$ cat src/hw/tlic_pkg.sv
// Shared constants for the two-level interrupt controller and its core end
package tlic_pkg;
    localparam int unsigned NUM_SRC = 13;
    localparam logic [7:0] REG_IE_SEC = 8'hA7;
    localparam logic [7:0] REG_IE_MAIN = 8'hA8;
    localparam logic [7:0] REG_IP_SEC = 8'hB7;
    localparam logic [7:0] REG_IP_MAIN = 8'hB8;
    localparam logic [7:0] REG_RESET = 8'h00;
    localparam int unsigned GLOBAL_EN_BIT = 7;
    localparam logic [7:0] MAIN_MASK = 8'h7F;
    localparam logic [7:0] SEC_MASK = 8'hF2;
    localparam int unsigned VEC_W = 16;
    // Source index = polling position
    localparam int unsigned SRC_DEBUG = 0;
    localparam int unsigned SRC_EXTA = 1;
    localparam int unsigned SRC_TMRA = 2;
    localparam int unsigned SRC_EXTB = 3;
    localparam int unsigned SRC_TMRB = 4;
    localparam int unsigned SRC_UART0 = 5;
    localparam int unsigned SRC_TMRC = 6;
    localparam int unsigned SRC_SPI = 7;
    localparam int unsigned SRC_RSVD = 8;
    localparam int unsigned SRC_TWOWIRE = 9;
    localparam int unsigned SRC_ADC = 10;
    localparam int unsigned SRC_PCA = 11;
    localparam int unsigned SRC_UART1 = 12;
    localparam logic [VEC_W-1:0] VECTORS [NUM_SRC] = '{
        16'h0063, 16'h0003, 16'h000B, 16'h0013, 16'h001B, 16'h0023,
        16'h002B, 16'h0053, 16'h0033, 16'h0043, 16'h003B, 16'h005B,
        16'h004B};
    // Enable/priority bit of each source: bit 3 selects secondary register
    localparam logic [3:0] SRC_BIT [NUM_SRC] = '{
        4'h6, 4'h0, 4'h1, 4'h2, 4'h3, 4'h4, 4'h5, 4'hE, 4'h8,
        4'h9, 4'hF, 4'hD, 4'hC};
    localparam int unsigned PCA_CAUSES = 8;
    localparam int unsigned SPI_CAUSES = 4;
endpackage

$ cat src/hw/tlic_link_if.sv
// Interface joining the interrupt controller and the core end
`timescale 1ns/1ps
interface tlic_link_if;
    logic                            reqValid;
    logic [tlic_pkg::VEC_W-1:0]      reqVector;
    logic [3:0]                      reqSource;
    logic                            reqHigh;
    logic                            vectorAck;
    logic                            retiPulse;
    logic                            idleEnter;
    logic                            idleActive;
    logic                            sfrWr;
    logic                            sfrRd;
    logic [7:0]                      sfrAddr;
    logic [7:0]                      sfrWdata;
    logic [7:0]                      sfrRdata;
    modport ctrl (
        output reqValid, reqVector, reqSource, reqHigh, idleActive, sfrRdata,
        input  vectorAck, retiPulse, idleEnter, sfrWr, sfrRd, sfrAddr,
        sfrWdata
    );
    modport core (
        input  reqValid, reqVector, reqSource, reqHigh, idleActive, sfrRdata,
        output vectorAck, retiPulse, idleEnter, sfrWr, sfrRd, sfrAddr,
        sfrWdata
    );
endinterface

$ cat src/hw/tlic_controller.sv
// Interrupt controller: flags, enables, priorities, arbitration, nesting
`timescale 1ns/1ps
module tlic_controller (
    input  wire logic       clk,
    input  wire logic       rst_b,
    tlic_link_if.ctrl       link,
    input  wire logic       extIrqPinA,
    input  wire logic       extIrqPinB,
    input  wire logic       extATriggerType,
    input  wire logic       extBTriggerType,
    input  wire logic       timerAOverflowSet,
    input  wire logic       timerASplitMode,
    input  wire logic       timerBOverflowSet,
    input  wire logic       timerCOverflowFlag,
    input  wire logic       timerCExternalFlag,
    input  wire logic       timerCExternalEnable,
    input  wire logic       twowireIrqSet,
    input  wire logic       adcIrqFlag,
    input  wire logic       adcIrqEnable,
    input  wire logic [7:0] counterArrayCauses,
    input  wire logic [3:0] spiCauses,
    input  wire logic [3:0] spiCauseEnables,
    input  wire logic       uart0Flags,
    input  wire logic       uart1Flags,
    input  wire logic       debugBreakFlag,
    output logic            extARequestFlag,
    output logic            extBRequestFlag,
    output logic            timerAOverflowFlag,
    output logic            timerBOverflowFlag,
    output logic            twowireIrqFlag
);
    localparam int N = tlic_pkg::NUM_SRC;

    logic [7:0]   ieMain_q, ieSec_q, ipMain_q, ipSec_q;
    logic         extAFlag_q, extBFlag_q, pinA_q, pinB_q;
    logic         tmrA_q, tmrB_q, twowire_q;
    logic [1:0]   inService_q;   // [1]=high level, [0]=low level
    logic         idle_q;
    logic [7:0]   rdata_q;
    logic [N-1:0] pending, enabled, prio;
    logic [N-1:0] eligible;
    logic [3:0]   winIdx;
    logic         winFound;
    logic         ackA, ackB, ackTA, ackTB, ackTw;

    function automatic logic regBit(input logic [3:0] pos,
                                    input logic [7:0] mainR,
                                    input logic [7:0] secR);
        regBit = pos[3] ? secR[pos[2:0]] : mainR[pos[2:0]];
    endfunction

    // Register file
    always_ff @(posedge clk) begin
        if (!rst_b) begin
            ieMain_q <= tlic_pkg::REG_RESET;
            ieSec_q  <= tlic_pkg::REG_RESET;
            ipMain_q <= tlic_pkg::REG_RESET;
            ipSec_q  <= tlic_pkg::REG_RESET;
        end else if (link.sfrWr) begin
            unique case (link.sfrAddr)
                tlic_pkg::REG_IE_MAIN: ieMain_q <= link.sfrWdata;
                tlic_pkg::REG_IE_SEC:  ieSec_q  <= link.sfrWdata
                                                  & tlic_pkg::SEC_MASK;
                // Unused priority bits read as zero
                tlic_pkg::REG_IP_MAIN: ipMain_q <= link.sfrWdata
                                                  & tlic_pkg::MAIN_MASK;
                tlic_pkg::REG_IP_SEC:  ipSec_q  <= link.sfrWdata
                                                  & tlic_pkg::SEC_MASK;
                default: ;
            endcase
        end
    end

    always_ff @(posedge clk) begin
        if (!rst_b) begin
            rdata_q <= 8'h00;
        end else if (link.sfrRd) begin
            unique case (link.sfrAddr)
                tlic_pkg::REG_IE_MAIN: rdata_q <= ieMain_q;
                tlic_pkg::REG_IE_SEC:  rdata_q <= ieSec_q;
                tlic_pkg::REG_IP_MAIN: rdata_q <= ipMain_q;
                tlic_pkg::REG_IP_SEC:  rdata_q <= ipSec_q;
                default:               rdata_q <= 8'h00;
            endcase
        end else begin
            rdata_q <= 8'h00;
        end
    end
    assign link.sfrRdata = rdata_q;

    // Vector-time clears, only when that source is the one taken
    always_comb begin
        ackA  = link.vectorAck && winIdx == 4'(tlic_pkg::SRC_EXTA);
        ackB  = link.vectorAck && winIdx == 4'(tlic_pkg::SRC_EXTB);
        ackTA = link.vectorAck && winIdx == 4'(tlic_pkg::SRC_TMRA);
        ackTB = link.vectorAck && winIdx == 4'(tlic_pkg::SRC_TMRB);
        ackTw = link.vectorAck && winIdx == 4'(tlic_pkg::SRC_TWOWIRE);
    end

    // External pins are active low, as on the classic core
    always_ff @(posedge clk) begin
        if (!rst_b) begin
            pinA_q <= 1'b1;
            pinB_q <= 1'b1;
        end else begin
            pinA_q <= extIrqPinA;
            pinB_q <= extIrqPinB;
        end
    end

    always_ff @(posedge clk) begin
        if (!rst_b) begin
            extAFlag_q <= 1'b0;
        end else if (!extATriggerType) begin
            extAFlag_q <= !extIrqPinA;
        end else if (pinA_q && !extIrqPinA) begin
            extAFlag_q <= 1'b1;
        end else if (ackA) begin
            extAFlag_q <= 1'b0;
        end
    end

    always_ff @(posedge clk) begin
        if (!rst_b) begin
            extBFlag_q <= 1'b0;
        end else if (!extBTriggerType) begin
            extBFlag_q <= !extIrqPinB;
        end else if (pinB_q && !extIrqPinB) begin
            extBFlag_q <= 1'b1;
        end else if (ackB) begin
            extBFlag_q <= 1'b0;
        end
    end

    // Set wins over the service clear
    always_ff @(posedge clk) begin
        if (!rst_b) begin
            tmrA_q    <= 1'b0;
            tmrB_q    <= 1'b0;
            twowire_q <= 1'b0;
        end else begin
            if (timerAOverflowSet && !timerASplitMode) tmrA_q <= 1'b1;
            else if (ackTA) tmrA_q <= 1'b0;
            if (timerBOverflowSet) tmrB_q <= 1'b1;
            else if (ackTB) tmrB_q <= 1'b0;
            if (twowireIrqSet) twowire_q <= 1'b1;
            else if (ackTw) twowire_q <= 1'b0;
        end
    end

    always_comb begin
        pending = '0;
        pending[tlic_pkg::SRC_DEBUG] = debugBreakFlag;
        pending[tlic_pkg::SRC_EXTA]  = extAFlag_q;
        pending[tlic_pkg::SRC_TMRA]  = tmrA_q;
        pending[tlic_pkg::SRC_EXTB]  = extBFlag_q;
        pending[tlic_pkg::SRC_TMRB]  = tmrB_q;
        pending[tlic_pkg::SRC_UART0] = uart0Flags;
        pending[tlic_pkg::SRC_TMRC]  = timerCOverflowFlag
            || (timerCExternalFlag && timerCExternalEnable);
        pending[tlic_pkg::SRC_SPI]   = |(spiCauses & spiCauseEnables);
        pending[tlic_pkg::SRC_TWOWIRE] = twowire_q;
        pending[tlic_pkg::SRC_ADC]   = adcIrqFlag && adcIrqEnable;
        pending[tlic_pkg::SRC_PCA]   = |counterArrayCauses;
        pending[tlic_pkg::SRC_UART1] = uart1Flags;
    end

    genvar g;
    generate
        for (g = 0; g < N; g++) begin : gSrc
            assign enabled[g] = regBit(tlic_pkg::SRC_BIT[g], ieMain_q,
                                       ieSec_q);
            assign prio[g] = regBit(tlic_pkg::SRC_BIT[g], ipMain_q,
                                    ipSec_q);
            assign eligible[g] = pending[g] && enabled[g]
                && ieMain_q[tlic_pkg::GLOBAL_EN_BIT]
                && !inService_q[1] && (prio[g] || !inService_q[0]);
        end
    endgenerate

    // High level first, then polling order
    always_comb begin
        winIdx = 4'h0;
        winFound = 1'b0;
        for (int i = 0; i < N; i++) begin
            if (!winFound && eligible[i] && prio[i]) begin
                winIdx = 4'(i);
                winFound = 1'b1;
            end
        end
        for (int i = 0; i < N; i++) begin
            if (!winFound && eligible[i]) begin
                winIdx = 4'(i);
                winFound = 1'b1;
            end
        end
    end

    assign link.reqValid  = winFound;
    assign link.reqSource = winIdx;
    assign link.reqVector = tlic_pkg::VECTORS[winIdx];
    assign link.reqHigh   = prio[winIdx];

    // Nesting: a low handler may be preempted, a high one may not
    always_ff @(posedge clk) begin
        if (!rst_b) begin
            inService_q <= 2'b00;
        end else if (link.vectorAck && winFound) begin
            if (prio[winIdx]) inService_q[1] <= 1'b1;
            else inService_q[0] <= 1'b1;
        end else if (link.retiPulse) begin
            if (inService_q[1]) inService_q[1] <= 1'b0;
            else inService_q[0] <= 1'b0;
        end
    end

    // Idle ends on any enabled, globally allowed request
    always_ff @(posedge clk) begin
        if (!rst_b) begin
            idle_q <= 1'b0;
        end else if (|(pending & enabled)
                     && ieMain_q[tlic_pkg::GLOBAL_EN_BIT]) begin
            idle_q <= 1'b0;
        end else if (link.idleEnter) begin
            idle_q <= 1'b1;
        end
    end
    assign link.idleActive = idle_q;

    assign extARequestFlag    = extAFlag_q;
    assign extBRequestFlag    = extBFlag_q;
    assign timerAOverflowFlag = tmrA_q;
    assign timerBOverflowFlag = tmrB_q;
    assign twowireIrqFlag     = twowire_q;
endmodule

$ cat src/flat_wrapper.sv
// flat-port wrapper written by rule: the top's interface ports become plain ports
module tlic_controller_flat 
  (clk, rst_b, extIrqPinA, extIrqPinB, extATriggerType, extBTriggerType, timerAOverflowSet, timerASplitMode, timerBOverflowSet, timerCOverflowFlag, timerCExternalFlag, timerCExternalEnable, twowireIrqSet, adcIrqFlag, adcIrqEnable, counterArrayCauses, spiCauses, spiCauseEnables, uart0Flags, uart1Flags, debugBreakFlag, extARequestFlag, extBRequestFlag, timerAOverflowFlag, timerBOverflowFlag, twowireIrqFlag, link_reqValid, link_reqVector, link_reqSource, link_reqHigh, link_idleActive, link_sfrRdata, link_vectorAck, link_retiPulse, link_idleEnter, link_sfrWr, link_sfrRd, link_sfrAddr, link_sfrWdata);
  tlic_link_if link_i ();
  input  wire logic clk;
  input  wire logic rst_b;
  input  wire logic extIrqPinA;
  input  wire logic extIrqPinB;
  input  wire logic extATriggerType;
  input  wire logic extBTriggerType;
  input  wire logic timerAOverflowSet;
  input  wire logic timerASplitMode;
  input  wire logic timerBOverflowSet;
  input  wire logic timerCOverflowFlag;
  input  wire logic timerCExternalFlag;
  input  wire logic timerCExternalEnable;
  input  wire logic twowireIrqSet;
  input  wire logic adcIrqFlag;
  input  wire logic adcIrqEnable;
  input  wire logic [7:0] counterArrayCauses;
  input  wire logic [3:0] spiCauses;
  input  wire logic [3:0] spiCauseEnables;
  input  wire logic uart0Flags;
  input  wire logic uart1Flags;
  input  wire logic debugBreakFlag;
  output logic extARequestFlag;
  output logic extBRequestFlag;
  output logic timerAOverflowFlag;
  output logic timerBOverflowFlag;
  output logic twowireIrqFlag;
  output wire logic [$bits(link_i.reqValid)-1:0] link_reqValid;
  output wire logic [$bits(link_i.reqVector)-1:0] link_reqVector;
  output wire logic [$bits(link_i.reqSource)-1:0] link_reqSource;
  output wire logic [$bits(link_i.reqHigh)-1:0] link_reqHigh;
  output wire logic [$bits(link_i.idleActive)-1:0] link_idleActive;
  output wire logic [$bits(link_i.sfrRdata)-1:0] link_sfrRdata;
  input wire logic [$bits(link_i.vectorAck)-1:0] link_vectorAck;
  input wire logic [$bits(link_i.retiPulse)-1:0] link_retiPulse;
  input wire logic [$bits(link_i.idleEnter)-1:0] link_idleEnter;
  input wire logic [$bits(link_i.sfrWr)-1:0] link_sfrWr;
  input wire logic [$bits(link_i.sfrRd)-1:0] link_sfrRd;
  input wire logic [$bits(link_i.sfrAddr)-1:0] link_sfrAddr;
  input wire logic [$bits(link_i.sfrWdata)-1:0] link_sfrWdata;
  assign link_reqValid = link_i.reqValid;
  assign link_reqVector = link_i.reqVector;
  assign link_reqSource = link_i.reqSource;
  assign link_reqHigh = link_i.reqHigh;
  assign link_idleActive = link_i.idleActive;
  assign link_sfrRdata = link_i.sfrRdata;
  assign link_i.vectorAck = link_vectorAck;
  assign link_i.retiPulse = link_retiPulse;
  assign link_i.idleEnter = link_idleEnter;
  assign link_i.sfrWr = link_sfrWr;
  assign link_i.sfrRd = link_sfrRd;
  assign link_i.sfrAddr = link_sfrAddr;
  assign link_i.sfrWdata = link_sfrWdata;
  tlic_controller u_core (.clk(clk), .rst_b(rst_b), .link(link_i), .extIrqPinA(extIrqPinA), .extIrqPinB(extIrqPinB), .extATriggerType(extATriggerType), .extBTriggerType(extBTriggerType), .timerAOverflowSet(timerAOverflowSet), .timerASplitMode(timerASplitMode), .timerBOverflowSet(timerBOverflowSet), .timerCOverflowFlag(timerCOverflowFlag), .timerCExternalFlag(timerCExternalFlag), .timerCExternalEnable(timerCExternalEnable), .twowireIrqSet(twowireIrqSet), .adcIrqFlag(adcIrqFlag), .adcIrqEnable(adcIrqEnable), .counterArrayCauses(counterArrayCauses), .spiCauses(spiCauses), .spiCauseEnables(spiCauseEnables), .uart0Flags(uart0Flags), .uart1Flags(uart1Flags), .debugBreakFlag(debugBreakFlag), .extARequestFlag(extARequestFlag), .extBRequestFlag(extBRequestFlag), .timerAOverflowFlag(timerAOverflowFlag), .timerBOverflowFlag(timerBOverflowFlag), .twowireIrqFlag(twowireIrqFlag));
endmodule
$ cat config.mk
export PLATFORM = sky130hd
export DESIGN_NAME = tlic_controller_flat
export DESIGN_NICKNAME = d
export VERILOG_FILES = /design/src/hw/tlic_pkg.sv /design/src/hw/tlic_link_if.sv /design/src/hw/tlic_controller.sv /design/src/flat_wrapper.sv
export SDC_FILE = /design/constraint.sdc
export NUM_CORES = 1
export LEC_CHECK = 0
export ABC_AREA = 1
export BUFFER_PORTS_ARGS = -buffer_cell sky130_fd_sc_hd__buf_4
export CORE_MARGIN = 8
export CORE_UTILIZATION = 47
export CTS_CLUSTER_DIAMETER = 60
export DETAILED_ROUTE_END_ITERATION = 8
export GPL_ROUTABILITY_DRIVEN = 0
export HOLD_SLACK_MARGIN = 0.06
export PLACE_DENSITY = 0.79
export SYNTH_ARGS = -nofsm -noshare
export SYNTH_HDL_FRONTEND = slang
export SYNTH_SLANG_ARGS = --single-unit
$ cat constraint.sdc
create_clock -name clk -period 3.85 [get_ports clk]
set_input_delay 0.77 -clock clk [delete_from_list [all_inputs] [get_ports clk]]
set_output_delay 0.77 -clock clk [all_outputs]
set_load 0.05 [all_outputs]
==> impl_metrics.toml <==
[routing]
routed_wl_um = 11400
routedWlPerCell_um = 17.3
ant_nets = 0
drt_iter0_drc = 281
vias = 3667
dr.pass1.iters = 5
drc = 0
viasPerCell = 5.56

[power_and_ir_drop]
p_seq_share_pct = 45.6
power_switching_mw = 0.239
p_int_mw = 0.760
leakage_nw = 2.06
power_density_nw_per_um2 = 212
ir_drop_mv = 0.292
p_comb_share_pct = 12.8
switching_share_pct = 23.9
p_total_mw = 0.998
clkPwrFrac_pct = 41.6

[placed_design]
port_buffers = 78
dp_hpwl_um = 7700
place_area_um2 = 4030
dp_slack_ns = -0.389
placedCellCount = 622

[clock_tree]
cts_buffers = 5
cts_max_level = 2
cts_sinks = 43
cts.clk_slew.worst_paths_ns = 0.08
clockBufferDepth = 2
worstSkewPairLatency_ns = 0.31
cts_tree = "done"
clockRootBuffer = "clkbuf_8"

[sta]
finalSetupTns_ns = -2.14
tightest_slew_ns = 0.598
rsz0062_at_grt = "true"
fin_hold_ws_ns = 0.482
setup_viol = 8
min_period_ns = 4.28
finalCritPeriodShare_pct = 111
maxSlewHeadroom_pct = 59.8
finalClockSkew_ns = 0.00619
layout_setup_ws_ns = -0.435
fmax_ghz = 0.233
timing_hold_violations_final = 0
final_max_slew_viol_count = 0

[die]
core_um2 = 6200
dieHeight_um = 95.2
rows = 29
die_w_um = 95.2
start_util_pct = 47.5
die_area_um2 = 9060
boundaryPins = 91

[synthesis]
ys_ff_latch = 43
syn_area_um2 = 2950
yosysMostFrequentCell = "nand2_1"
ys_seq_area_share_pct = 29.2
ys_top_cells_by_count = "nand2_1, inv_1, a21oi_1"
yosysTopAreaCell = "dfxtp_1"
synth_cell_types = 41
avgSynthCellArea_um2 = 6.73
synth_edf_count = 0
synth_warnings = 0
synthArstFlopShare_pct = 0
syn_inst = 438
ys_top_cells_by_area = "dfxtp_1, nand2_1, a21oi_1"
synth_top_cell_area_share_pct = 29.2
synthFlopType = "dfxtp_1"

[worst_hold_path]
hold_path_class = "register to register"

[global_route]
grt_pass1_vias = 3479
use_met2_pct = 38.4
grtUsageTotal_pct = 21.9
busiest_layer = "met2"
grt_overflow = 0
antenna_found_initial = 0
met1_usage_pct = 24.2
gr-usage-met3_pct = 4.25
grt_max_degree = 22
grt_pass1_wl_um = 15700

[setup_path]
cp.required_ns = 3.08
start_kind = "primary input"
endpoint_kind = "output pin"
path_class = "primary input to output pin"
crit_fanout = 5
arrival_ns = 3.51

[finish]
nNetsFinal = 641
seq_area_um2 = 865
area_growth_pct = 59.5
final_util_pct = 75.8
nFillCells = 420
antenna_cells = 0
drive_above_1_share_pct = 43.0
fin_area_um2 = 4700
multi_input_area_um2 = 2150
fin_cells = 659

[run_status]
status = "complete, but fails checks"
violations = "setup timing"

[run]
maxCapViolCount = 0
-- path summary, 6_finish.rpt --
kind / start / to / slack (ns) / depth (start not counted)
max reg2reg: u_core.ieMain_q[7] / u_core.inService_q[1] / 0.50 / 25
min: u_core.ieMain_q[5] / u_core.link.sfrRdata[5] / 0.48 / 2
min reg2reg: u_core.ieMain_q[5] / u_core.link.sfrRdata[5] / 0.48 / 2
max: debugBreakFlag / link_reqHigh / -0.43 / 24
-- layout make-up --
class                           count  area share, %
Clock inverter                      2           1.28
Timing Repair Buffer              146           25.3
Multi-Input combinational cell    322           45.8
Tap cell                           77           2.05
Sequential cell                    43           18.4
Inverter                           63           5.64
Clock buffer                        6           1.54
-- worst max-delay path: stages --
cell        delay [ns]
buf_8             0.10
nand2_8           0.06
inv_4             0.04
nand3_4           0.07
nand3_4           0.10
nor2_8            0.14
nand4_4           0.10
nor2_4            0.17
nand4_4           0.11
nor2_4            0.15
nand4_4           0.11
nor2_4            0.17
nand4_4           0.12
nor2_8            0.18
nand4_4           0.18
nand2_8           0.19
buf_12            0.12
nand2_1           0.05
nand3_1           0.10
nand2_2           0.09
nand2_4           0.08
nand3_4           0.08
clkinvlp_4        0.08
buf_8             0.14
-- flip-flops by register name (all words and copies together), names as in the netlist --
register,count
u_core.extBRequestFlag,1
u_core.extARequestFlag,1
u_core.ieSec_q,5
u_core.timerBOverflowFlag,1
u_core.ieMain_q,8
u_core.link.idleActive,1
u_core.link.sfrRdata,8
u_core.ipSec_q,5
u_core.ipMain_q,7
u_core.inService_q,2
u_core.pinB_q,1
u_core.pinA_q,1
u_core.timerAOverflowFlag,1
u_core.twowireIrqFlag,1
-- repair_timing --
item,in CTS,in global routing
gates resized for setup,35,38
setup buffers,13,16
hold endpoints to repair,0,0
pin swaps,6,21
hold buffers,0,0
endpoints found under the setup margin,6,9
-- layout by cell type (no fill, tap or decap), drive strengths merged --
cell and n:
a211oi 1, a21boi 1, nor3 12, clkinvlp 1, nand3 40, o21ai 26
o22ai 5, nand4 10, a21oi 56, nor4 3, dfxtp 43, nor2 40
buf 146, o2111ai 1, a31oi 1, nand2 97, o21bai 1, nand3b 4
conb 12, inv 61, o221ai 1, nor3b 1, o211ai 5, clkinv 1
bufinv 2, clkbuf 6, ha 5
-- cell families (layout without fill, tap and decap cells) --
logic type	after synthesis	count (layout)	share of synthesized area, %
AO/OA/AOI/OAI	98	98	18.0
adder cells (fa/ha/maj)	5	5	2.12
other	2	12	0.255
buffers and inverters	83	217	12.3
AND/OR/NAND/NOR	207	207	38.2
flip-flops	43	43	29.2
-- layer usage --
layer	routed length, µm	part of all wire (%)
met5	0	0
met4	465	4.1
met3	717	6.3
met2	5930	52
met1	4290	38
-- power by group through the flow --
stage | combinational, mW | clock, mW | sequential, mW
floorplan | 0.0573 | 0 | 0.479
global placement | 0.119 | 0 | 0.465
detailed placement | 0.122 | 0 | 0.465
CTS | 0.124 | 0.418 | 0.455
global route | 0.136 | 0.433 | 0.455
finish | 0.128 | 0.416 | 0.455
Power figures use the tool's default switching activity.
